$ cat src/evt_pkg.sv
package evt_pkg;
   localparam int FIFO_DEPTH = 32;
   localparam int BYTE_W = 8;
   localparam int LVL_W = 6;
   localparam int REG_W = 16;
   localparam int WM_W = 5;
   localparam int RSN_W = 16;
   localparam logic [31:0] DATA_CMD_ADDR = 32'h5000_1410;
   localparam logic [31:0] RAW_STAT_ADDR = 32'h5000_1434;
   localparam logic [31:0] RX_WM_ADDR = 32'h5000_1438;
   localparam logic [31:0] TX_WM_ADDR = 32'h5000_143C;
   localparam logic [31:0] CLR_ALL_ADDR = 32'h5000_1440;
   localparam logic [31:0] CLR_RDQ_ADDR = 32'h5000_1450;
   localparam logic [31:0] CLR_ABT_ADDR = 32'h5000_1454;
   localparam logic [31:0] ENABLE_ADDR = 32'h5000_146C;
   localparam logic [31:0] STATUS_ADDR = 32'h5000_1470;
   localparam logic [31:0] REASON_ADDR = 32'h5000_1480;
   localparam int BIT_ABORT = 6;
   localparam int BIT_RDREQ = 5;
   localparam int BIT_TXLOW = 4;
   localparam int BIT_TXOVR = 3;
   localparam int BIT_RXHI = 2;
   localparam int BIT_RXOVR = 1;
   localparam int BIT_RXUND = 0;
   localparam int BIT_EN = 0;
   localparam int ST_EN = 0;
   localparam int ST_ACT = 1;
   localparam int ST_TXL_LO = 2;
   localparam int ST_RXL_LO = 8;
   localparam logic [WM_W-1:0] WM_RST = 5'h00;
   localparam logic [WM_W-1:0] WM_MAX = 5'h03;
   localparam logic [LVL_W-1:0] RX_THR_OFS = 6'h01;
   localparam logic [LVL_W-1:0] TX_THR_TOP = 6'h04;
   localparam logic [LVL_W-1:0] FIFO_FULL = 6'h20;
   localparam int LK_W = 30;
   localparam int LK_SCL = 29;
   localparam int LK_ACT = 28;
   localparam int LK_ABT = 27;
   localparam int LK_RSN_LO = 11;
   localparam int LK_RDQ = 10;
   localparam int LK_RXV = 9;
   localparam int LK_RXB_LO = 1;
   localparam int LK_TAKE = 0;
endpackage

$ cat src/byte_fifo.sv
`timescale 1ns/1ps
module byte_fifo #(
   parameter int WIDTH = 8,
   parameter int DEPTH = 32
) (
   input wire logic ref_clk,
   input wire logic reset_n,
   input wire logic flush,
   input wire logic in_valid,
   output logic in_ready,
   input wire logic [WIDTH-1:0] in_data,
   output logic out_valid,
   input wire logic out_ready,
   output logic [WIDTH-1:0] out_data,
   output logic [$clog2(DEPTH+1)-1:0] level
);
   localparam int AW = $clog2(DEPTH);
   localparam int LW = $clog2(DEPTH+1);
   typedef struct packed {
      logic [DEPTH-1:0][WIDTH-1:0] mem;
      logic [AW-1:0] wp;
      logic [AW-1:0] rp;
      logic [LW-1:0] cnt;
   } fifo_state_t;
   fifo_state_t s_r, s_nxt;
   logic push, pop;

   assign in_ready = s_r.cnt != LW'(DEPTH);
   assign out_valid = s_r.cnt != '0;
   assign out_data = s_r.mem[s_r.rp];
   assign level = s_r.cnt;
   assign push = in_valid && in_ready;
   assign pop = out_valid && out_ready;

   always_comb begin
      s_nxt = s_r;
      if (flush) begin
         s_nxt.wp = '0;
         s_nxt.rp = '0;
         s_nxt.cnt = '0;
      end else begin
         if (push) begin
            s_nxt.mem[s_r.wp] = in_data;
            s_nxt.wp = s_r.wp + 1'b1;
         end
         if (pop) begin
            s_nxt.rp = s_r.rp + 1'b1;
         end
         if (push && !pop) begin
            s_nxt.cnt = s_r.cnt + 1'b1;
         end else if (pop && !push) begin
            s_nxt.cnt = s_r.cnt - 1'b1;
         end
      end
   end

   always_ff @(posedge ref_clk or negedge reset_n) begin
      if (!reset_n) begin
         s_r <= '0;
      end else begin
         s_r <= s_nxt;
      end
   end
endmodule

$ cat src/event_flags.sv
// Functional notes
// RULE_01 - Link abort sets transmit abort flag
// RULE_02 - Abort flag holds transmit FIFO flushed
// RULE_03 - Abort reason recorded in reason register
// RULE_04 - Remote read request sets request flag
// RULE_05 - Pending read request holds SCL low
// RULE_06 - Processor answers read request via data
// RULE_07 - Read request clear read drops flag
// RULE_08 - Low-water flag while level at watermark
// RULE_09 - Disabled: flush transmit, low-water follows activity
// RULE_10 - Write to full transmit FIFO: overrun
// RULE_11 - Overrun/underrun flags clear after internal enable
// RULE_12 - High-water flag while level at watermark
// RULE_13 - Disabled: receive flushed, high-water cleared
// RULE_14 - Byte into full receive FIFO: overrun
// RULE_15 - Data read on empty receive: underrun
// RULE_16 - Receive watermark n means n+1
// RULE_17 - Transmit watermark 0..3 means 0..4
// RULE_18 - Abort clear read frees flag, reason
// RULE_19 - Combined clear read clears software flags
// RULE_20 - Raw status read-only, zero after reset
// RULE_21 - Watermark reserved bits zero, ignored
`timescale 1ns/1ps
module event_flags
   import evt_pkg::*;
(
   input wire logic ref_clk,
   input wire logic reset_n,
   input wire logic psel,
   input wire logic penable,
   input wire logic pwrite,
   input wire logic [31:0] paddr,
   input wire logic [31:0] pwdata,
   output logic [31:0] prdata,
   output logic pready,
   output logic pslverr,
   input wire logic link_scl_in,
   input wire logic link_active_in,
   input wire logic link_abort_in,
   input wire logic [RSN_W-1:0] link_reason_in,
   input wire logic link_rd_req_in,
   input wire logic link_rx_valid_in,
   input wire logic [BYTE_W-1:0] link_rx_byte_in,
   input wire logic link_tx_take_in,
   output logic [BYTE_W-1:0] link_tx_byte,
   output logic link_tx_valid,
   output logic scl_out,
   output logic scl_oe
);
   typedef struct packed {
      logic [LK_W-1:0] s1;
      logic [LK_W-1:0] s2;
      logic [LK_W-1:0] s3;
      logic scl_lo;
      logic abort;
      logic rd_req;
      logic tx_over;
      logic rx_over;
      logic rx_under;
      logic [RSN_W-1:0] reason;
      logic enable;
      logic internal_enable_status;
      logic [WM_W-1:0] rx_wm;
      logic [WM_W-1:0] tx_wm;
      logic [31:0] prdata;
      logic pready;
      logic pslverr;
      logic rx_had;
      logic [BYTE_W-1:0] tx_byte;
      logic tx_valid;
   } state_t;
   state_t s_r, s_nxt;

   logic [LK_W-1:0] lk_in;
   logic scl_rise, lk_act;
   logic abort_ev, rdq_ev, rxv_ev, take_ev;
   logic setup, acc, wr_acc, rd_acc;
   logic clr_abt, clr_rdq, clr_all, data_rd, data_wr;
   logic [LVL_W-1:0] rx_thr, tx_thr;
   logic tx_low, rx_hi;
   logic [REG_W-1:0] raw;
   logic [31:0] rdval;
   logic unmapped;
   logic tx_flush, tx_in_valid, tx_in_ready, tx_out_valid;
   logic [BYTE_W-1:0] tx_out_data;
   logic [LVL_W-1:0] tx_level;
   logic rx_flush, rx_in_valid, rx_in_ready, rx_out_valid;
   logic [BYTE_W-1:0] rx_out_data;
   logic [LVL_W-1:0] rx_level;

   // Link strobes are sampled only at a settled SCL rise
   // SCL kept inverted so the reset value matches its idle-high level
   assign lk_in = {~link_scl_in, link_active_in, link_abort_in, link_reason_in,
                   link_rd_req_in, link_rx_valid_in, link_rx_byte_in, link_tx_take_in};
   assign scl_rise = (s_r.s2[LK_SCL] == s_r.s3[LK_SCL]) && !s_r.s3[LK_SCL]
                     && s_r.scl_lo;
   assign lk_act = s_r.s3[LK_ACT];
   assign abort_ev = scl_rise && s_r.s3[LK_ABT];
   assign rdq_ev = scl_rise && s_r.s3[LK_RDQ];
   assign rxv_ev = scl_rise && s_r.s3[LK_RXV];
   assign take_ev = scl_rise && s_r.s3[LK_TAKE];

   assign setup = psel && !penable;
   assign acc = psel && penable && s_r.pready;
   assign wr_acc = acc && pwrite;
   assign rd_acc = acc && !pwrite;
   assign clr_abt = rd_acc && (paddr == CLR_ABT_ADDR);
   assign clr_rdq = rd_acc && (paddr == CLR_RDQ_ADDR);
   assign clr_all = rd_acc && (paddr == CLR_ALL_ADDR);
   assign data_rd = rd_acc && (paddr == DATA_CMD_ADDR);
   assign data_wr = wr_acc && (paddr == DATA_CMD_ADDR);

   // Out-of-range watermark values saturate at the top setting
   always_comb begin
      rx_thr = (s_r.rx_wm > WM_MAX ? LVL_W'(WM_MAX) : LVL_W'(s_r.rx_wm))
               + RX_THR_OFS; // RULE_16
      tx_thr = (s_r.tx_wm >= WM_MAX) ? TX_THR_TOP : LVL_W'(s_r.tx_wm); // RULE_17
   end

   assign tx_low = s_r.enable ? (tx_level <= tx_thr) : lk_act; // RULE_08 RULE_09
   assign rx_hi = s_r.enable && (rx_level >= rx_thr); // RULE_12 RULE_13

   always_comb begin
      raw = '0;
      raw[BIT_ABORT] = s_r.abort;
      raw[BIT_RDREQ] = s_r.rd_req;
      raw[BIT_TXLOW] = tx_low;
      raw[BIT_TXOVR] = s_r.tx_over;
      raw[BIT_RXHI] = rx_hi;
      raw[BIT_RXOVR] = s_r.rx_over;
      raw[BIT_RXUND] = s_r.rx_under;
   end

   // Read data is captured in the setup phase so the output is a flop
   always_comb begin
      rdval = '0;
      unmapped = 1'b0;
      unique case (paddr)
         DATA_CMD_ADDR: rdval[BYTE_W-1:0] = rx_out_valid ? rx_out_data : '0;
         RAW_STAT_ADDR: rdval[REG_W-1:0] = raw;
         RX_WM_ADDR: rdval[WM_W-1:0] = s_r.rx_wm; // RULE_21
         TX_WM_ADDR: rdval[WM_W-1:0] = s_r.tx_wm; // RULE_21
         CLR_ALL_ADDR, CLR_RDQ_ADDR, CLR_ABT_ADDR: rdval = '0;
         ENABLE_ADDR: rdval[BIT_EN] = s_r.enable;
         STATUS_ADDR: begin
            rdval[ST_EN] = s_r.internal_enable_status;
            rdval[ST_ACT] = lk_act;
            rdval[ST_TXL_LO +: LVL_W] = tx_level;
            rdval[ST_RXL_LO +: LVL_W] = rx_level;
         end
         REASON_ADDR: rdval[RSN_W-1:0] = s_r.reason;
         default: unmapped = 1'b1;
      endcase
   end

   assign tx_flush = !s_r.enable || s_r.abort; // RULE_02 RULE_09
   assign tx_in_valid = data_wr && !tx_flush;
   assign rx_flush = !s_r.enable; // RULE_13
   assign rx_in_valid = rxv_ev && s_r.enable;

   byte_fifo #(
      .WIDTH(BYTE_W),
      .DEPTH(FIFO_DEPTH)
   ) tx_fifo (
      .ref_clk(ref_clk),
      .reset_n(reset_n),
      .flush(tx_flush),
      .in_valid(tx_in_valid),
      .in_ready(tx_in_ready),
      .in_data(pwdata[BYTE_W-1:0]),
      .out_valid(tx_out_valid),
      .out_ready(take_ev),
      .out_data(tx_out_data),
      .level(tx_level)
   );

   byte_fifo #(
      .WIDTH(BYTE_W),
      .DEPTH(FIFO_DEPTH)
   ) rx_fifo (
      .ref_clk(ref_clk),
      .reset_n(reset_n),
      .flush(rx_flush),
      .in_valid(rx_in_valid),
      .in_ready(rx_in_ready),
      .in_data(s_r.s3[LK_RXB_LO +: BYTE_W]),
      .out_valid(rx_out_valid),
      .out_ready(data_rd && s_r.rx_had),
      .out_data(rx_out_data),
      .level(rx_level)
   );

   always_comb begin
      s_nxt = s_r;
      // Stage one feeds only stage two
      s_nxt.s1 = lk_in;
      s_nxt.s2 = s_r.s1;
      s_nxt.s3 = s_r.s2;
      if (s_r.s2[LK_SCL] == s_r.s3[LK_SCL]) begin
         s_nxt.scl_lo = s_r.s3[LK_SCL];
      end
      s_nxt.pready = 1'b1;
      s_nxt.pslverr = setup && unmapped;
      if (setup) begin
         s_nxt.prdata = rdval;
         s_nxt.rx_had = rx_out_valid;
      end
      if (wr_acc) begin
         // Raw status and clear registers ignore writes
         unique case (paddr)
            RX_WM_ADDR: s_nxt.rx_wm = pwdata[WM_W-1:0]; // RULE_21
            TX_WM_ADDR: s_nxt.tx_wm = pwdata[WM_W-1:0]; // RULE_21
            ENABLE_ADDR: s_nxt.enable = pwdata[BIT_EN];
            default: s_nxt.enable = s_r.enable; // RULE_20
         endcase
      end
      // Engine stays on until the bus goes idle after disable
      s_nxt.internal_enable_status = s_r.enable || (s_r.internal_enable_status && lk_act);
      // Clears first, so a same-cycle set wins
      if (clr_abt || clr_all) begin
         s_nxt.abort = 1'b0; // RULE_18 RULE_19
         s_nxt.reason = '0; // RULE_18 RULE_19
      end
      if (clr_rdq || clr_all) begin
         s_nxt.rd_req = 1'b0; // RULE_07 RULE_19
      end
      if (clr_all) begin
         s_nxt.tx_over = 1'b0; // RULE_19
         s_nxt.rx_over = 1'b0; // RULE_19
         s_nxt.rx_under = 1'b0; // RULE_19
      end
      if (!s_r.enable && !s_r.internal_enable_status) begin
         s_nxt.tx_over = 1'b0; // RULE_11
         s_nxt.rx_over = 1'b0; // RULE_11
         s_nxt.rx_under = 1'b0; // RULE_11
      end
      if (abort_ev) begin
         s_nxt.abort = 1'b1; // RULE_01
         s_nxt.reason = s_nxt.reason | s_r.s3[LK_RSN_LO +: RSN_W]; // RULE_03
      end
      if (rdq_ev) begin
         s_nxt.rd_req = 1'b1; // RULE_04
      end
      if (data_wr && !tx_flush && !tx_in_ready) begin
         s_nxt.tx_over = 1'b1; // RULE_10
      end
      if (rx_in_valid && !rx_in_ready) begin
         s_nxt.rx_over = 1'b1; // RULE_14
      end
      if (data_rd && !s_r.rx_had) begin
         s_nxt.rx_under = 1'b1; // RULE_15
      end
      s_nxt.tx_valid = take_ev && tx_out_valid;
      if (take_ev && tx_out_valid) begin
         s_nxt.tx_byte = tx_out_data;
      end
   end

   always_ff @(posedge ref_clk or negedge reset_n) begin
      if (!reset_n) begin
         s_r <= '0; // RULE_20
      end else begin
         s_r <= s_nxt;
      end
   end

   assign prdata = s_r.prdata;
   assign pready = s_r.pready;
   assign pslverr = s_r.pslverr;
   assign link_tx_byte = s_r.tx_byte;
   assign link_tx_valid = s_r.tx_valid;
   // Open-drain: only ever pulls low
   assign scl_out = 1'b0;
   assign scl_oe = s_r.rd_req; // RULE_05

   abort_set_a: assert property ( // RULE_01
      @(posedge ref_clk) disable iff (!reset_n)
      abort_ev |=> s_r.abort)
      else $error("abort event did not set flag");

   tx_flushed_a: assert property ( // RULE_02
      @(posedge ref_clk) disable iff (!reset_n)
      s_r.abort && $past(s_r.abort) |-> tx_level == '0 && !tx_in_valid)
      else $error("transmit FIFO not held flushed on abort");

   reason_rec_a: assert property ( // RULE_03
      @(posedge ref_clk) disable iff (!reset_n)
      abort_ev |=> (s_r.reason & $past(s_r.s3[LK_RSN_LO +: RSN_W]))
                   == $past(s_r.s3[LK_RSN_LO +: RSN_W]))
      else $error("abort reason not recorded");

   rdreq_hold_a: assert property ( // RULE_05
      @(posedge ref_clk) disable iff (!reset_n)
      rdq_ev ##1 !(clr_rdq || clr_all) |-> (scl_oe && !scl_out) [*2])
      else $error("SCL not held low on read request");

   rdreq_clr_a: assert property ( // RULE_07
      @(posedge ref_clk) disable iff (!reset_n)
      clr_rdq && !rdq_ev |=> !s_r.rd_req)
      else $error("read request flag not cleared");

   tx_low_a: assert property ( // RULE_08
      @(posedge ref_clk) disable iff (!reset_n)
      setup && paddr == RAW_STAT_ADDR && s_r.enable
      |=> s_r.prdata[BIT_TXLOW] == ($past(tx_level) <= $past(tx_thr)))
      else $error("low-water flag wrong");

   tx_over_a: assert property ( // RULE_10
      @(posedge ref_clk) disable iff (!reset_n)
      data_wr && !tx_flush && tx_level == FIFO_FULL |=> s_r.tx_over)
      else $error("transmit overrun not flagged");

   ovr_keep_a: assert property ( // RULE_11
      @(posedge ref_clk) disable iff (!reset_n)
      !s_r.enable && s_r.internal_enable_status && s_r.rx_over && !clr_all |=> s_r.rx_over)
      else $error("receive overrun dropped before idle");

   rx_hi_a: assert property ( // RULE_12
      @(posedge ref_clk) disable iff (!reset_n)
      setup && paddr == RAW_STAT_ADDR && s_r.enable
      && rx_level == LVL_W'(s_r.rx_wm) + RX_THR_OFS && s_r.rx_wm <= WM_MAX
      |=> s_r.prdata[BIT_RXHI])
      else $error("high-water flag missing at watermark");

   rx_flush_a: assert property ( // RULE_13
      @(posedge ref_clk) disable iff (!reset_n)
      $fell(s_r.enable) |=> rx_level == '0 && !rx_hi)
      else $error("receive FIFO not flushed on disable");

   rx_over_a: assert property ( // RULE_14
      @(posedge ref_clk) disable iff (!reset_n)
      rxv_ev && s_r.enable && rx_level == FIFO_FULL && !data_rd
      |=> s_r.rx_over && rx_level == FIFO_FULL)
      else $error("receive overrun not flagged");

   rx_under_a: assert property ( // RULE_15
      @(posedge ref_clk) disable iff (!reset_n)
      setup && paddr == DATA_CMD_ADDR && !rx_out_valid && !pwrite
      ##1 penable |=> s_r.rx_under)
      else $error("receive underrun not flagged");

   abort_clr_a: assert property ( // RULE_18
      @(posedge ref_clk) disable iff (!reset_n)
      clr_abt && !abort_ev |=> !s_r.abort && s_r.reason == '0)
      else $error("abort clear read ineffective");
endmodule

$ cat config.mk
export PLATFORM = sky130hd
export DESIGN_NAME = event_flags
export DESIGN_NICKNAME = d
export VERILOG_FILES = /design/src/evt_pkg.sv /design/src/byte_fifo.sv /design/src/event_flags.sv
export SDC_FILE = /design/constraint.sdc
export NUM_CORES = 1
export LEC_CHECK = 0
export BUFFER_PORTS_ARGS = -buffer_cell sky130_fd_sc_hd__buf_2
export CELL_PAD_IN_SITES_DETAIL_PLACEMENT = 1
export CELL_PAD_IN_SITES_GLOBAL_PLACEMENT = 1
export CORE_MARGIN = 5
export CORE_UTILIZATION = 47
export CTS_CLUSTER_SIZE = 8
export DETAILED_ROUTE_END_ITERATION = 16
export PLACE_DENSITY = 0.86
export SYNTH_ARGS = -nofsm -noshare
export SYNTH_HDL_FRONTEND = slang
export SYNTH_HIERARCHICAL = 1
export SYNTH_SLANG_ARGS = --single-unit
$ cat constraint.sdc
create_clock -name ref_clk -period 2.75 [get_ports ref_clk]
set_input_delay 0.275 -clock ref_clk [delete_from_list [all_inputs] [get_ports ref_clk]]
set_output_delay 0.275 -clock ref_clk [all_outputs]
set_load 0.005 [all_outputs]
Word level (Yosys, flattened, before mapping)
Cells that the tools add are included.
{"block": "totals", "register_bits": 696, "output_inout_bits": 45, "inputBits": 99, "word_cells": 238}
{"block": "op_classes", "mux": 41, "n_eq_ne": 16, "n_reduce_logical": 69, "addsub": 9, "bitwise": 3, "order_cmp": 10}
{"op": "bitwise mux 256 bit", "n": 2}
{"op": "== test 32 x 31 -> 1 bit (second input constant)", "n": 10}
{"op": "binary-select mux 8 bit (select 5 bit)", "n": 2}
{"op": "demux 8 bit (select 5 bit)", "n": 2}
{"op": "2-to-1 mux 16 bit", "n": 4}
{"op": "2-to-1 mux 8 bit", "n": 5}
{"op": "logical AND 1 bit", "n": 36}
{"op": "2-to-1 mux 5 bit", "n": 6}
{"op": "less-than comparator 5 x 6 -> 1 bit (second input constant)", "n": 4}
{"op": "2-to-1 mux 6 bit", "n": 4}
{"op": "case mux 4 bit (6 select lines)", "n": 1}
{"op": "adder 5 x 1 -> 5 bit (second input constant)", "n": 4}
{"op": "OR 16 bit", "n": 1}
{"op": "logical NOT 1 bit", "n": 13}
{"op": "adder 6 x 1 -> 6 bit (second input constant)", "n": 2}
{"op": "inequality test 6 bit (second input constant)", "n": 2}
{"op": "case mux 3 bit (4 select lines)", "n": 1}
{"op": "case mux 6 bit (2 select lines)", "n": 1}
{"op": "nonzero test 3 bit", "n": 4}
{"op": "nonzero test 6 bit", "n": 2}
{"op": "subtractor 6 x 1 -> 6 bit (second input constant)", "n": 2}
{"op": ">= comparator 5 x 1 -> 1 bit (second input constant)", "n": 2}
{"op": "AND reduction 2 bit", "n": 5}
{"op": "OR reduction 10 bit", "n": 1}
{"op": "other kinds (15)", "n": 32}

Longest topological paths before layout
Gate-level depths: netlist of run 1.
{"block": "logic_depth", "word_depth": 11, "ltp_mapped": 14, "depth_no_buf": 14}

Hierarchy
Netlist of run 1, hierarchy kept.
{"module": "byte_fifo at rx_fifo", "instances": 1, "area_each_um2": 14360.0, "seq_area_each_um2": 6806.5, "cells_each": 902}
{"module": "byte_fifo at tx_fifo", "instances": 1, "area_each_um2": 13067.5, "seq_area_each_um2": 6806.5, "cells_each": 902}
{"module": "event_flags", "instances": 1, "area_each_um2": 6003.3, "seq_area_each_um2": 3803.6, "cells_each": 483}

Worst setup path after synthesis of run 1
No wires, ideal clock.
{"block": "synth_path", "path_type": "input port to flip-flop", "start": "input paddr[9]", "end": "register tx_fifo.s_r (netlist bit tx_fifo/level[5])", "path_slack_ns": -0.928, "setup_time_ns": 0.125, "path_buffers": 0, "arrival_ns": 3.554, "required_ns": 2.625, "cell_stages": 13, "cell_sequence": "nor4_2 > nand4_2 > nor3_4 > nand2_1 > nor3_1 > a21boi_1 > nand2b_1 > ha_1 > a211oi_1 > o21bai_1 > a21oi_1 > mux2i_1 > mux2_2"}
{"block": "synth_between", "elab_chain_cells": 7, "word_cells_on_any_way": 10, "cone_classes": "eq/ne: 1; mux: 2; reduce/logical: 7"}
{"item": "start, declared", "line_no": "event_flags.sv:32", "rtl": "input wire logic [31:0] paddr,"}
{"item": "== test 32 x 31 -> 1 bit (*)", "line_no": "event_flags.sv:111", "rtl": "assign data_wr = wr_acc && (paddr == DATA_CMD_ADDR);"}
{"item": "logical AND 1 bit (*)", "line_no": "event_flags.sv:111"}
{"item": "logical AND 1 bit (*)", "line_no": "event_flags.sv:157", "rtl": "assign tx_in_valid = data_wr && !tx_flush;"}
{"item": "via tx_in_valid", "line_no": "event_flags.sv:84", "rtl": "logic tx_flush, tx_in_valid, tx_in_ready, tx_out_valid;"}
{"item": "logical AND 1 bit (*)", "line_no": "byte_fifo.sv:32", "rtl": "assign push = in_valid && in_ready;"}
{"item": "logical AND 1 bit or logical NOT 1 bit (tied branches)", "line_no": "byte_fifo.sv:49, byte_fifo.sv:51"}
{"item": "2-to-1 mux 6 bit or logical AND 1 bit (tied branches)", "line_no": "byte_fifo.sv:49, byte_fifo.sv:51"}
{"item": "2-to-1 mux 16 bit or nonzero test 3 bit (tied branches)"}
{"item": "end signal, assigned", "line_no": "byte_fifo.sv:61", "rtl": "s_r <= s_nxt;"}
{"item": "end, declared", "line_no": "byte_fifo.sv:25", "rtl": "fifo_state_t s_r, s_nxt;"}
Mark *: on every way through the listed nets, which the timed path passes. The rest lies on a longest branch.
A chain may end at the register's enable or synchronous reset.

==> run summary, run 1 <==
The pin count of the biggest net entering global routing came out at 85. The count of nets left with antenna violations after detail routing is 0. The layout has 6480 filler cells. The synthesized netlist devotes 0.603% of its cell area to XOR and XNOR gates.

The number of antenna violations at the first check in global routing is 11. Measured against its own limit, the worst slew margin works out to 36.4%. The total count of max-transition violations in the final report is 0.

The worst setup path is of the reg2reg kind. The number of sinks driven by the clock tree is 696. The all-layer global routing usage came out at 28.5%. The count of nets after finishing came out at 2641. The number of global-route vias before repair came to 24900. Setup repair after global routing could not meet its margin everywhere. The post-layout utilization of the core came out at 55.8%.

Among all cell types in the netlist, the one instantiated most often is dfrtp_1. The final reports fail on negative setup slack. The slew at the pin with the worst max-slew slack came out at 0.955 ns.

The via count of the routed design is 23300. The H-tree depth reported by CTS is 3. The clock reaches the later pin of the worst-skew pair after 0.69 ns. From synthesis to final layout, the design area changed by 17.3%. STA classifies the critical path startpoint as a flip-flop. For this configuration, the core starts out at a cell density of 47.6%. The net switching component of the power is 7.70 mW.

The number of vias per cell came out at 6.72. The HPWL reported at the end of detailed placement came out at 58200 um. The async set-reset flop share out of synthesis is 100%. The global-route wire length before repair came out at 169000 um. The routed wire length is 126000 um. The total power consumption of the routed design came out at 26.3 mW. Synthesis inferred 696 register bits. The number of buffers added by the clock tree synthesis step is 97. The count of final hold-check violations came out at 0. The synthesized netlist devotes 7.85% of its cell area to simple gates. The average detailed-routed wire length per instance is 36.3 um. The maximum clock frequency came out at 320 MHz. The average cell area after synthesis is 14.6 um^2. The total negative slack for setup checks is -99.03 ns. Global routing finished with a remaining overflow of 0. The peak ir drop on the vdd network is 0.622 mV. The share of total power dissipated in sequential elements is 42.8%. In this run, the number of DRC markers left after iteration 0 of detailed routing was 2450. The instance area at placement is 35500 um^2. The port buffer count came out at 102.

The number of cell rows is 97. Across the routed clock network, the largest skew measured is 0.0529 ns. The worst path uses 114% of the clock period. The multiplexer share of the synthesized area came out at 30.3%. The post-layout instance area came out at 39200 um^2. The count of distinct cell types in the synthesized netlist came out at 80.

The synthesized-area fraction occupied by ao, oa, aoi and oai cells is 4.65%. Yosys printed 6 warnings. The reported leakage power came out at 18.3 nW. The gate count after technology mapping is 2287. The path class of the tightest hold or removal check is in2async. After synthesis, the most frequently instantiated cells are 696 x dfrtp_1, 263 x mux2_2, 261 x mux2_4, 168 x mux2i_1, 91 x nand2_1. The detailed-router iteration count before antenna repair is 7. The die covers 76600 um^2. The clock network power share is 43.4%. The sort of element at the end of the critical path is a flip-flop. The count of placed standard cells in the final layout, fillers left out is 3473. The combinational power share is 13.8%. In this run, placement finished with an instance count of 3274. The max-cap check violation count is 0. For the worst setup path, the data arrival time is 3.71 ns.

The largest buffer count on any clock path came out at 3. The internal power came out at 18.6 mW. The cell area after synthesis is 33400 um^2. The post-route DRC violation count came out at 0.

The number of setup violations in the final report is 542. The width of the die is 277 um. The data required time of the worst path came out at 3.33 ns. The fraction of final layout cells sized beyond drive strength 1 is 43.8%.

The share of the Yosys chip area taken by registers is 52.1%. After synthesis, the cell types taking the most area are dfrtp_1 52%, mux2_4 12%, mux2_2 8.9%. After synthesis, the largest family of logic cells by area is multiplexers.

The synthesized design contains 0 enable-type register cells. The slack of the critical path is -0.379 ns. The most area-hungry cell type in the Yosys netlist is dfrtp_1.

After detailed routing, no signal wire sits above met5. The clock transition time at the flip-flop clock pins of the worst setup and hold paths is 0.07 ns. The power per cell area came out at 671 nW/um^2.

In this run the worst path has a maximum fanout of 4. The flow ran to the end, but the final reports show violations. The routed length on met2 came out at 60900 um. TritonCTS built the clock tree. During I/O placement, the number of pins put on the boundary was 144. Net switching is 29.3% of the power. The standard cell core area came out at 70300 um^2. The wire length on met3 is 9420 um. The cell sitting at the root of the clock tree is a clkbuf_16. The wire length on met1 is 43900 um.

At the end of routability-driven placement, the weighted congestion stood at 0.883. In this run the biggest area consumer among cell types represents 52.1% of the synthesized area. The y dimension of the die is 277 um. The most used flip-flop cell after synthesis is dfrtp_1. The minimum clock period after layout came out at 3.13 ns.

The adder-cell share of the synthesized area is 1.28%.
timing repair:
item,CTS,global route
setup buffers,20,26
hold endpoints to repair,82,0
pin swaps,15,35
hold buffers,31,0
endpoints found under the setup margin,6,159
gates resized for setup,28,31
cell families after synthesis:
kind of cell	Yosys count
xor+xnor	23
flops	696
fa+ha+maj	33
buf+inv	210
compound gates	212
other cells	2
simple gates	344
mux	767
power by group through the flow:
stage	clock [mW]	combinational [mW]	sequential, mW
3_3_place_gp	0	2.52	11.2
4_1_cts	11.1	3.07	11.2
5_1_grt	11.9	3.70	11.3
2_1_floorplan	0	1.80	11.2
6_report	11.4	3.63	11.3
3_5_place_dp	0	2.74	11.3
registers in the layout (all words and copies together) (netlist names):
register and count:
prdata 16, rx_fifo/s_r 266, scl_oe 1, raw 4
lk_act 1, pslverr 1, link_tx_byte 8, pready 1
s_r 59, tx_fifo/s_r 266, tx_fifo/level 6, link_tx_valid 1
s_nxt 60, rx_fifo/level 6
cell type report:
class | count | area [um^2] | share of cell area (%)
clock inverters | 8 | 199 | 0.507
flip-flops and latches | 696 | 17400 | 44.5
well taps | 940 | 1180 | 3.00
clock buffers | 104 | 2450 | 6.26
multi-input cells | 1402 | 15400 | 39.3
diodes | 11 | 27.5 | 0.0702
inverters | 22 | 82.6 | 0.211
repair buffers | 290 | 2430 | 6.20
critical path: stages, from the launching register on:
cell and delay [ns]:
dfrtp_1 0.48, or4_1 0.67, ha_1 0.46, inv_1 0.11, ha_1 0.31, nand2_1 0.06
o21ai_0 0.16, nand3_1 0.12, a21oi_1 0.29, o31ai_2 0.15, a22oi_1 0.22
worst paths after layout:
check | startpoint | end | slack, ns | depth (start not counted)
setup / recovery | s_r[53] | prdata[2] | -0.38 | 10
hold / removal | reset_n | rx_fifo/s_r[226] | 0.18 | 2
setup reg to reg | s_r[53] | prdata[2] | -0.38 | 10
hold reg to reg | s_nxt[84] | s_r[84] | 0.34 | 0
max in group asynchronous | reset_n | tx_fifo/s_r[89] | 1.41 | 3
min in group ref_clk | paddr[4] | s_r[55] | 0.19 | 4
layer usage:
metal  GRT usage, %  vias to the layer above
li1               -                     8643
met1           33.9                    12300
met2           49.2                     1679
met3           5.23                      766
met4           15.8                        6
met5              0                        -
through the flow:
stage / hold slack [ns] / worst slack (ns)
after floorplan: -0.0206 / -0.528
after global placement: 0.321 / -0.521
after detailed placement: 0.327 / -0.757
after CTS: 0.0878 / -0.0695
after global routing: 0.198 / -0.360
final: 0.184 / -0.379
cells in the final DEF, fill, tap and decap left out, types with 32 or more instances in the layout:
| cell | instances |
|---|---|
| a22o_1 | 51 |
| a22oi_1 | 33 |
| buf_2 | 96 |
| buf_4 | 125 |
| clkbuf_16 | 97 |
| dfrtp_1 | 692 |
| mux2_2 | 262 |
| mux2_4 | 265 |
| mux2i_1 | 168 |
| mux4_2 | 64 |
| nand2_1 | 90 |
| nor2_1 | 46 |
| nor2_4 | 33 |
| nor2_8 | 32 |
Note: power is estimated with default switching activity, not from simulation.
==> run 2: changes to the inputs <==
--- a/config.mk
+++ b/config.mk
@@ -8,10 +8,10 @@
 export BUFFER_PORTS_ARGS = -buffer_cell sky130_fd_sc_hd__buf_2
 export CELL_PAD_IN_SITES_DETAIL_PLACEMENT = 1
 export CELL_PAD_IN_SITES_GLOBAL_PLACEMENT = 1
-export CORE_MARGIN = 5
 export CORE_UTILIZATION = 47
 export CTS_CLUSTER_SIZE = 8
 export DETAILED_ROUTE_END_ITERATION = 16
+export GPL_TIMING_DRIVEN = 0
 export PLACE_DENSITY = 0.86
 export SYNTH_ARGS = -nofsm -noshare
 export SYNTH_HDL_FRONTEND = slang
==> run 2 against run 1 <==
  * The flow still finishes with violations (negative setup slack)
  * Maximum frequency shrank 0.23%
  * Cell area rose by 0.23%
  * Die area decreased by 5.7%
==> run summary, run 2 (synthesized netlist as in run 1, its figures left out) <==
The flow ran to the end, but the final reports show violations. The checks that failed: negative setup slack. The pin count of the biggest net entering global routing is 134 (+58%). The final antenna diode count came out at 0 (-11). The reported leakage power is 18.4 nW (+0.53%).

The number of setup violations in the final report came out at 269 (-50%). The all-layer global routing usage is 30.2% (+1.7 points). The effective utilization at floorplan came out at 47.7% (+0.082 points).

The kind of start point of the critical path is a flip-flop. The data required time of the worst path came to 3.28 ns (-0.05 ns). The count of nets left with antenna violations after detail routing came out at 0 (unchanged). The detailed-router iteration count before antenna repair came out at 5 (-2). The reg-to-reg startpoint is pready. The number of buffers added by the clock tree synthesis step came out at 96 (-1.0%). The number of cell rows came out at 97 (unchanged).

The data arrival at the endpoint of the critical path is 3.67 ns (-0.04 ns). The peak ir drop on the vdd network was 0.533 mV (-14%). The post-route DRC violation count came out at 0 (unchanged). The largest fanout on the critical path came to 6 (+2). The number of global-route vias before repair came out at 24600 (-1.1%).

The floorplan die area came out at 72200 um^2 (-5.7%). Tracing the worst setup path back leads to its startpoint at pready. The average detailed-routed wire length per instance is 32.6 um (-10%). The power per cell area came out at 648 nW/um^2 (-3.5%). The endpoint of the most critical register-to-register path is tx_fifo/level[5]. The cell count of the worst reg-to-reg path came out at 10 (unchanged). The sort of element at the end of the critical path is a flip-flop.

The number of vias per cell came out at 6.34 (-5.7%). The worst hold path class is in2reg. Setup repair after global routing could not meet its margin everywhere. In the layout the commonest cells are 691 x dfrtp_1, 264 x mux2_4, 262 x mux2_2, 165 x mux2i_1, 123 x buf_2. The total count of max-transition violations in the final report came out at 0 (unchanged). The worst setup path is of the reg2reg kind.

The layout overhead on the synthesized area is 17.5%. The max-cap check violation count came out at 0 (unchanged). The H-tree depth reported by CTS is 3 (unchanged).

The fraction of final layout cells sized beyond drive strength 1 came out at 43.1% (-0.63 points). The routed wire length came out at 115000 um (-8.5%). The count of final hold-check violations is 0 (unchanged). The worst setup skew after layout was 0.0229 ns (-0.0300 ns). The minimum hold slack is 0.136 ns (-0.0480 ns). The number of sinks driven by the clock tree is 696 (unchanged). The total power consumption of the routed design is 25.5 mW (-3.3%). The later-pin clock latency in the skew report came out at 0.66 ns (-0.03 ns).

The starting DRC count in detailed routing is 2152 (-12%). The standard cell core area came to 70100 um^2 (-0.17%). The weighted congestion at the end of routability-driven global placement came out at 0.906 (+2.6%). The worst slew slack as a fraction of its limit came out at 22.7% (-14 points). The number of antenna violations at the first check in global routing is 3 (-8). The count of nets after finishing is 2723 (+3.1%). The slack of the critical path is -0.386 ns (-0.00715 ns). Leaving out fill and tap cells, the most frequent cell in the layout is dfrtp_1. The HPWL reported at the end of detailed placement came to 63300 um (+8.7%).

The leftover overflow at the end of global routing is 0 (unchanged). The number of primary I/O pins came out at 144 (unchanged). The post-layout utilization of the core came to 56.0% (+0.23 points).

The register-to-register path setup slack came to -0.39 ns (about the same). The timing endpoint of the critical path is tx_fifo/level[5]. The root buffer cell chosen for the clock tree is clkbuf_16. The clock transition time at the flip-flop clock pins of the worst setup and hold paths is 0.06 ns (about the same). The width of the die came out at 269 um (-2.9%). The minimum clock period after layout is 3.14 ns (+0.00715 ns).

The largest buffer count on any clock path is 3 (unchanged). The via count of the routed design came out at 22400 (-4.0%). The maximum clock frequency is 319 MHz (-0.23%).

The ratio of final minimum period to clock period is 114% (+0.26 points). TritonCTS built the clock tree. The global-route wire length before repair is 162000 um (-4.1%). The slew at the pin with the worst max-slew slack was 1.15 ns (+0.195 ns).

The port buffer count is 99 (-2.9%). The y dimension of the die came out at 269 um (-2.9%).
run 2: power by group:
group          internal, mW  switching [mW]
sequential             10.7           0.563
combinational          1.41            1.85
clock                  6.30            4.59
run 2: what timing repair did:
action                                 CTS  global route
pin swaps                               17            41
setup buffers                           16            31
resized for setup                       77            42
endpoints found under the hold margin  132             0
setup endpoints to repair              485           337
hold buffers                            35             0
run 2: worst min-delay path by stage:
stage,start,to,cells past startpoint
global placement,s_nxt[127],s_nxt[97],0
finish,paddr[2],s_r[50],3
detailed placement,s_nxt[103],s_r[103],0
CTS,paddr[2],s_r[52],3
global route,pwdata[3],s_r[47],2
floorplan,reset_n,link_tx_byte[0],0
run 2: layout make-up:
class                           count  area [um^2]
Inverter                           22         82.6
Buffer                            187         1100
Fill cell                        6632        30900
Clock buffer                       99         2480
Timing Repair Buffer              186         1520
Tap cell                          940         1180
Sequential cell                   696        17400
Clock inverter                      4         75.1
Multi-Input combinational cell   1402        15400
run 2: stage by stage:
step | setup slack, ns | setup TNS (ns) | cell area, um^2 | cells
CTS | -0.107 | -0.154 | 38800 | 3505
global route | -0.338 | -4.01 | 39300 | 3536
floorplan | -0.528 | -2.46 | 33600 | 2308
finish | -0.386 | -12.30 | 39300 | 3536
global placement | -12.52 | -8880.69 | 35300 | 3347
detailed placement | -1.48 | -237.07 | 35500 | 3352
run 2: critical path, cell delays in order (launching register included):
cell and delay, ns:
dfrtp_1 0.39, nand4_1 0.25, nor3_4 0.35, a21boi_4 0.28
nand2b_4 0.14, ha_4 0.24, a211oi_2 0.25, o21bai_1 0.15
a21oi_2 0.22, mux2i_2 0.36, mux2_4 0.35
run 2: routing by layer:
layer / GRT usage [%] / vias to the layer above / wire [um]
li1: - / 8779 / -
met1: 36.1 / 11800 / 43000
met2: 51.5 / 1344 / 57000
met3: 5.68 / 498 / 7600
met4: 16.4 / 4 / 7650
met5: 0 / - / 27
==> run 3: changes to the inputs <==
--- a/config.mk
+++ b/config.mk
@@ -8,11 +8,11 @@
 export BUFFER_PORTS_ARGS = -buffer_cell sky130_fd_sc_hd__buf_2
 export CELL_PAD_IN_SITES_DETAIL_PLACEMENT = 1
 export CELL_PAD_IN_SITES_GLOBAL_PLACEMENT = 1
-export CORE_UTILIZATION = 47
+export CORE_UTILIZATION = 57
 export CTS_CLUSTER_SIZE = 8
 export DETAILED_ROUTE_END_ITERATION = 16
 export GPL_TIMING_DRIVEN = 0
-export PLACE_DENSITY = 0.86
+export PLACE_DENSITY = 0.95
 export SYNTH_ARGS = -nofsm -noshare
 export SYNTH_HDL_FRONTEND = slang
 export SYNTH_HIERARCHICAL = 1
==> constraint.sdc (replaced) <==
create_clock -name ref_clk -period 4 [get_ports ref_clk]
set_input_delay 0.4 -clock ref_clk [delete_from_list [all_inputs] [get_ports ref_clk]]
set_output_delay 0.4 -clock ref_clk [all_outputs]
set_load 0.005 [all_outputs]
==> run 3 against run 2 <==
  * The flow still finishes with violations (negative setup slack)
  * Setup slack improved by 0.032 ns
  * Register-to-register slack better by 0.03 ns
  * Clock-buffer cell count did not move
  * Wire length rose by 25%
  * Maximum frequency fell by 28%
  * Cell area fell by 2.7%
  * Largest power group is now clock
==> run summary, run 3 (synthesized netlist as in run 1, its figures left out) <==
The later-pin clock latency in the skew report came out at 0.70 ns (+0.04 ns). The data arrival at the endpoint of the critical path came out at 4.90 ns (+1.23 ns). The register-to-register path setup slack came out at -0.35 ns (+0.03 ns).

The fraction of final layout cells sized beyond drive strength 1 came to 40.1% (-3.0 points). The max-cap check violation count is 0 (unchanged). The startpoint identified for the worst hold timing path is pwdata[7]. The pin count of the biggest net entering global routing came out at 132 (-1.5%). The port buffer count is 99 (unchanged). The detailed-router iteration count before antenna repair came out at 8 (+3). The slew at the pin with the worst max-slew slack came to 1.40 ns (+0.248 ns). The setup path with the least slack is of type reg2reg. The buffer and inverter count on the worst path came to 0 (unchanged). In this run the worst setup path begins at s_r[55]. The cell count of the worst hold path came out at 2 (-1). The count of final hold-check violations was 0 (unchanged). The worst hold path class is in2reg.

The leftover overflow at the end of global routing came to 0 (unchanged). The post-route DRC violation count was 0 (unchanged). The weighted congestion at the end of routability-driven global placement is 0.902 (-0.42%). The number of buffers added by the clock tree synthesis step came to 97 (+1.0%). The H-tree depth reported by CTS is 3 (unchanged). Clock tree synthesis selected as its root buffer the cell clkbuf_16. The number of primary I/O pins came out at 144 (unchanged). The count of nets left with antenna violations after detail routing is 0 (unchanged). The part of the total power dissipated in sequential elements came out at 43.0% (-1.4 points). The y dimension of the die is 244 um (-9.1%). The number of vias per cell came out at 7.59 (+20%). The total negative slack for setup checks is -0.652 ns (+11.65 ns). The number of setup violations in the final report is 5 (-98%). The clock transition time at the flip-flop clock pins of the worst setup and hold paths came out at 0.06 ns (about the same). The global-route wire length before repair is 203000 um (+25%). The number of global-route vias before repair is 27400 (+11%).

The count of placed standard cells in the final layout, fillers left out came out at 3337 (-5.6%). The internal power is 12.6 mW (-32%). The starting DRC count in detailed routing came out at 3608 (+68%). The worst setup skew after layout came out at 0.0642 ns (+0.0413 ns). The slack of the critical path came out at -0.354 ns (+0.0317 ns).

The slowest stage of the critical path belongs to the cell dfrtp_1. The reg-to-reg startpoint is s_r[55]. The fraction of power spent switching nets is 30.9% (+3.3 points). The most common cell after layout, fill and taps aside is dfrtp_1.

The clock network power share is 43.3% (+0.5 points). Leaving out fill and tap cells, the most frequent cells in the layout are 696 x dfrtp_1, 264 x mux2_2, 261 x mux2_4, 167 x mux2i_1, 141 x buf_2. The largest fanout on the critical path is 8 (+2).

The cell count along the critical path came to 10 (unchanged). The cell count of the worst reg-to-reg path came to 10 (unchanged). The worst slew slack as a fraction of its limit is 6.03% (-17 points). The number of cell rows is 88 (-9.3%). The worst setup path is captured at a flip-flop. Traced cell by cell, the critical path runs through nand2b_1 -> nor3_4 -> a21boi_4 -> nand2b_1 -> ha_1 -> a211oi_2 -> o21bai_2 -> a21oi_1 -> mux2i_1 -> mux2_2. The largest buffer count on any clock path came to 3 (unchanged). The minimum clock period after layout is 4.35 ns (+1.22 ns). The width of the die is 244 um (-9.1%). The longest individual stage delay on the worst path is 0.61 ns (+0.22 ns). The count of nets after finishing came out at 2682 (-1.5%).

The worst setup path is launched from a flip-flop. The reported leakage power came out at 18.1 nW (-1.9%). The HPWL reported at the end of detailed placement came to 70400 um (+11%). The number of sinks driven by the clock tree is 696 (unchanged).

The checks that failed: negative setup slack. The power per cell area came out at 476 nW/um^2 (-27%). TritonCTS built the clock tree. The floorplan die area came out at 59600 um^2 (-17%). The total power consumption of the routed design came out at 18.2 mW (-29%). The number of antenna violations at the first check in global routing is 32 (+29).

The layout overhead on the synthesized area came out at 14.3%. The post-layout utilization of the core was 66.1% (+10 points). The standard cell core area came out at 57800 um^2 (-18%).

The peak ir drop on the vdd network came out at 0.478 mV (-10%). The average detailed-routed wire length per instance was 43.1 um (+32%). The ratio of final minimum period to clock period came out at 109% (-5.2 points).

The most numerous cell type found on the critical path is nand2b_1. The routed wire length was 144000 um (+25%). The number of instances in the placed design came out at 3177 (-5.2%). The maximum clock frequency was 230 MHz (-28%). The via count of the routed design came to 25300 (+13%).

The all-layer global routing usage was 47.5% (+17 points). The effective utilization at floorplan is 57.8% (+10 points). The net switching component of the power came out at 5.61 mW (-20%). The flow ran to the end, but the final reports show violations.

The total count of max-transition violations in the final report is 0 (unchanged). The data required time of the worst path is 4.55 ns (+1.27 ns). The cell family contributing the most delay on the critical path is compound AO/OA/AOI/OAI gates.

The combinational power share is 13.7% (+0.9 points).
==> run 3: changes by cell type in the layout (fill, tap and decap cells not counted), sizes merged, moves of 2 or more <==
cell / before / now
dlygate4sd3: 35 / 31
clkdlybuf4s15: 2 / 0
clkbuf: 183 / 176
diode: 0 / 14
buf: 252 / 223
clkinv: 3 / 7
==> run 3: path summary, 6_finish.rpt <==
check	endpoint
setup / recovery	tx_fifo/level[5]
hold / removal	tx_fifo/s_r[271]
setup reg to reg	tx_fifo/level[5]
hold reg to reg	s_r[90]
max in group asynchronous	tx_fifo/s_r[242]
min in group asynchronous	rx_fifo/s_r[202]
==> run 3: repair_timing <==
action / 4_1_cts / 5_1_grt
endpoints found under the setup margin: 5 / 6
hold endpoints to repair: 133 / 0
hold buffers: 31 / 0
setup buffers: 1 / 7
pin swaps: 1 / 4
resized for setup: 7 / 14
==> run 3: power by group through the flow <==
| stage | logic (mW) | clock network, mW | registers, mW |
|---|---|---|---|
| 2_1_floorplan | 1.18 | 0 | 7.68 |
| 3_3_place_gp | 1.63 | 0 | 7.76 |
| 3_5_place_dp | 1.88 | 0 | 7.80 |
| 4_1_cts | 2.06 | 7.60 | 7.72 |
| 5_1_grt | 2.49 | 8.03 | 7.81 |
| 6_report | 2.49 | 7.86 | 7.82 |
==> run 3: area by class of cell <==
type / count / area (um^2)
multi-input cells: 1402 / 15100
flip-flops and latches: 696 / 17400
well taps: 765 / 957
clock buffers: 99 / 2440
plain buffers: 188 / 988
fillers: 5081 / 19600
repair buffers: 143 / 1010
clock inverters: 8 / 166
diodes: 14 / 35.0
inverters: 22 / 82.6
==> run 3: per-layer routing <==
| layer | vias to the layer above | wire length, um | track usage, % |
|---|---|---|---|
| li1 | 8715 | - | - |
| met1 | 12800 | 46000 | 51.7 |
| met2 | 2564 | 64700 | 74.4 |
| met3 | 1185 | 17200 | 17.0 |
| met4 | 34 | 15800 | 39.3 |
| met5 | - | 329 | 0.572 |
==> run 3: through the flow <==
step	setup WS, ns	hold slack (ns)	area, um^2
final	-0.354	0.0409	38200
after global routing	-0.272	0.0392	38200
after CTS	0.0288	0.0225	38100
after detailed placement	-1.02	0.338	35100
after global placement	-11.09	0.332	35000
after floorplan	0.197	0.104	33500
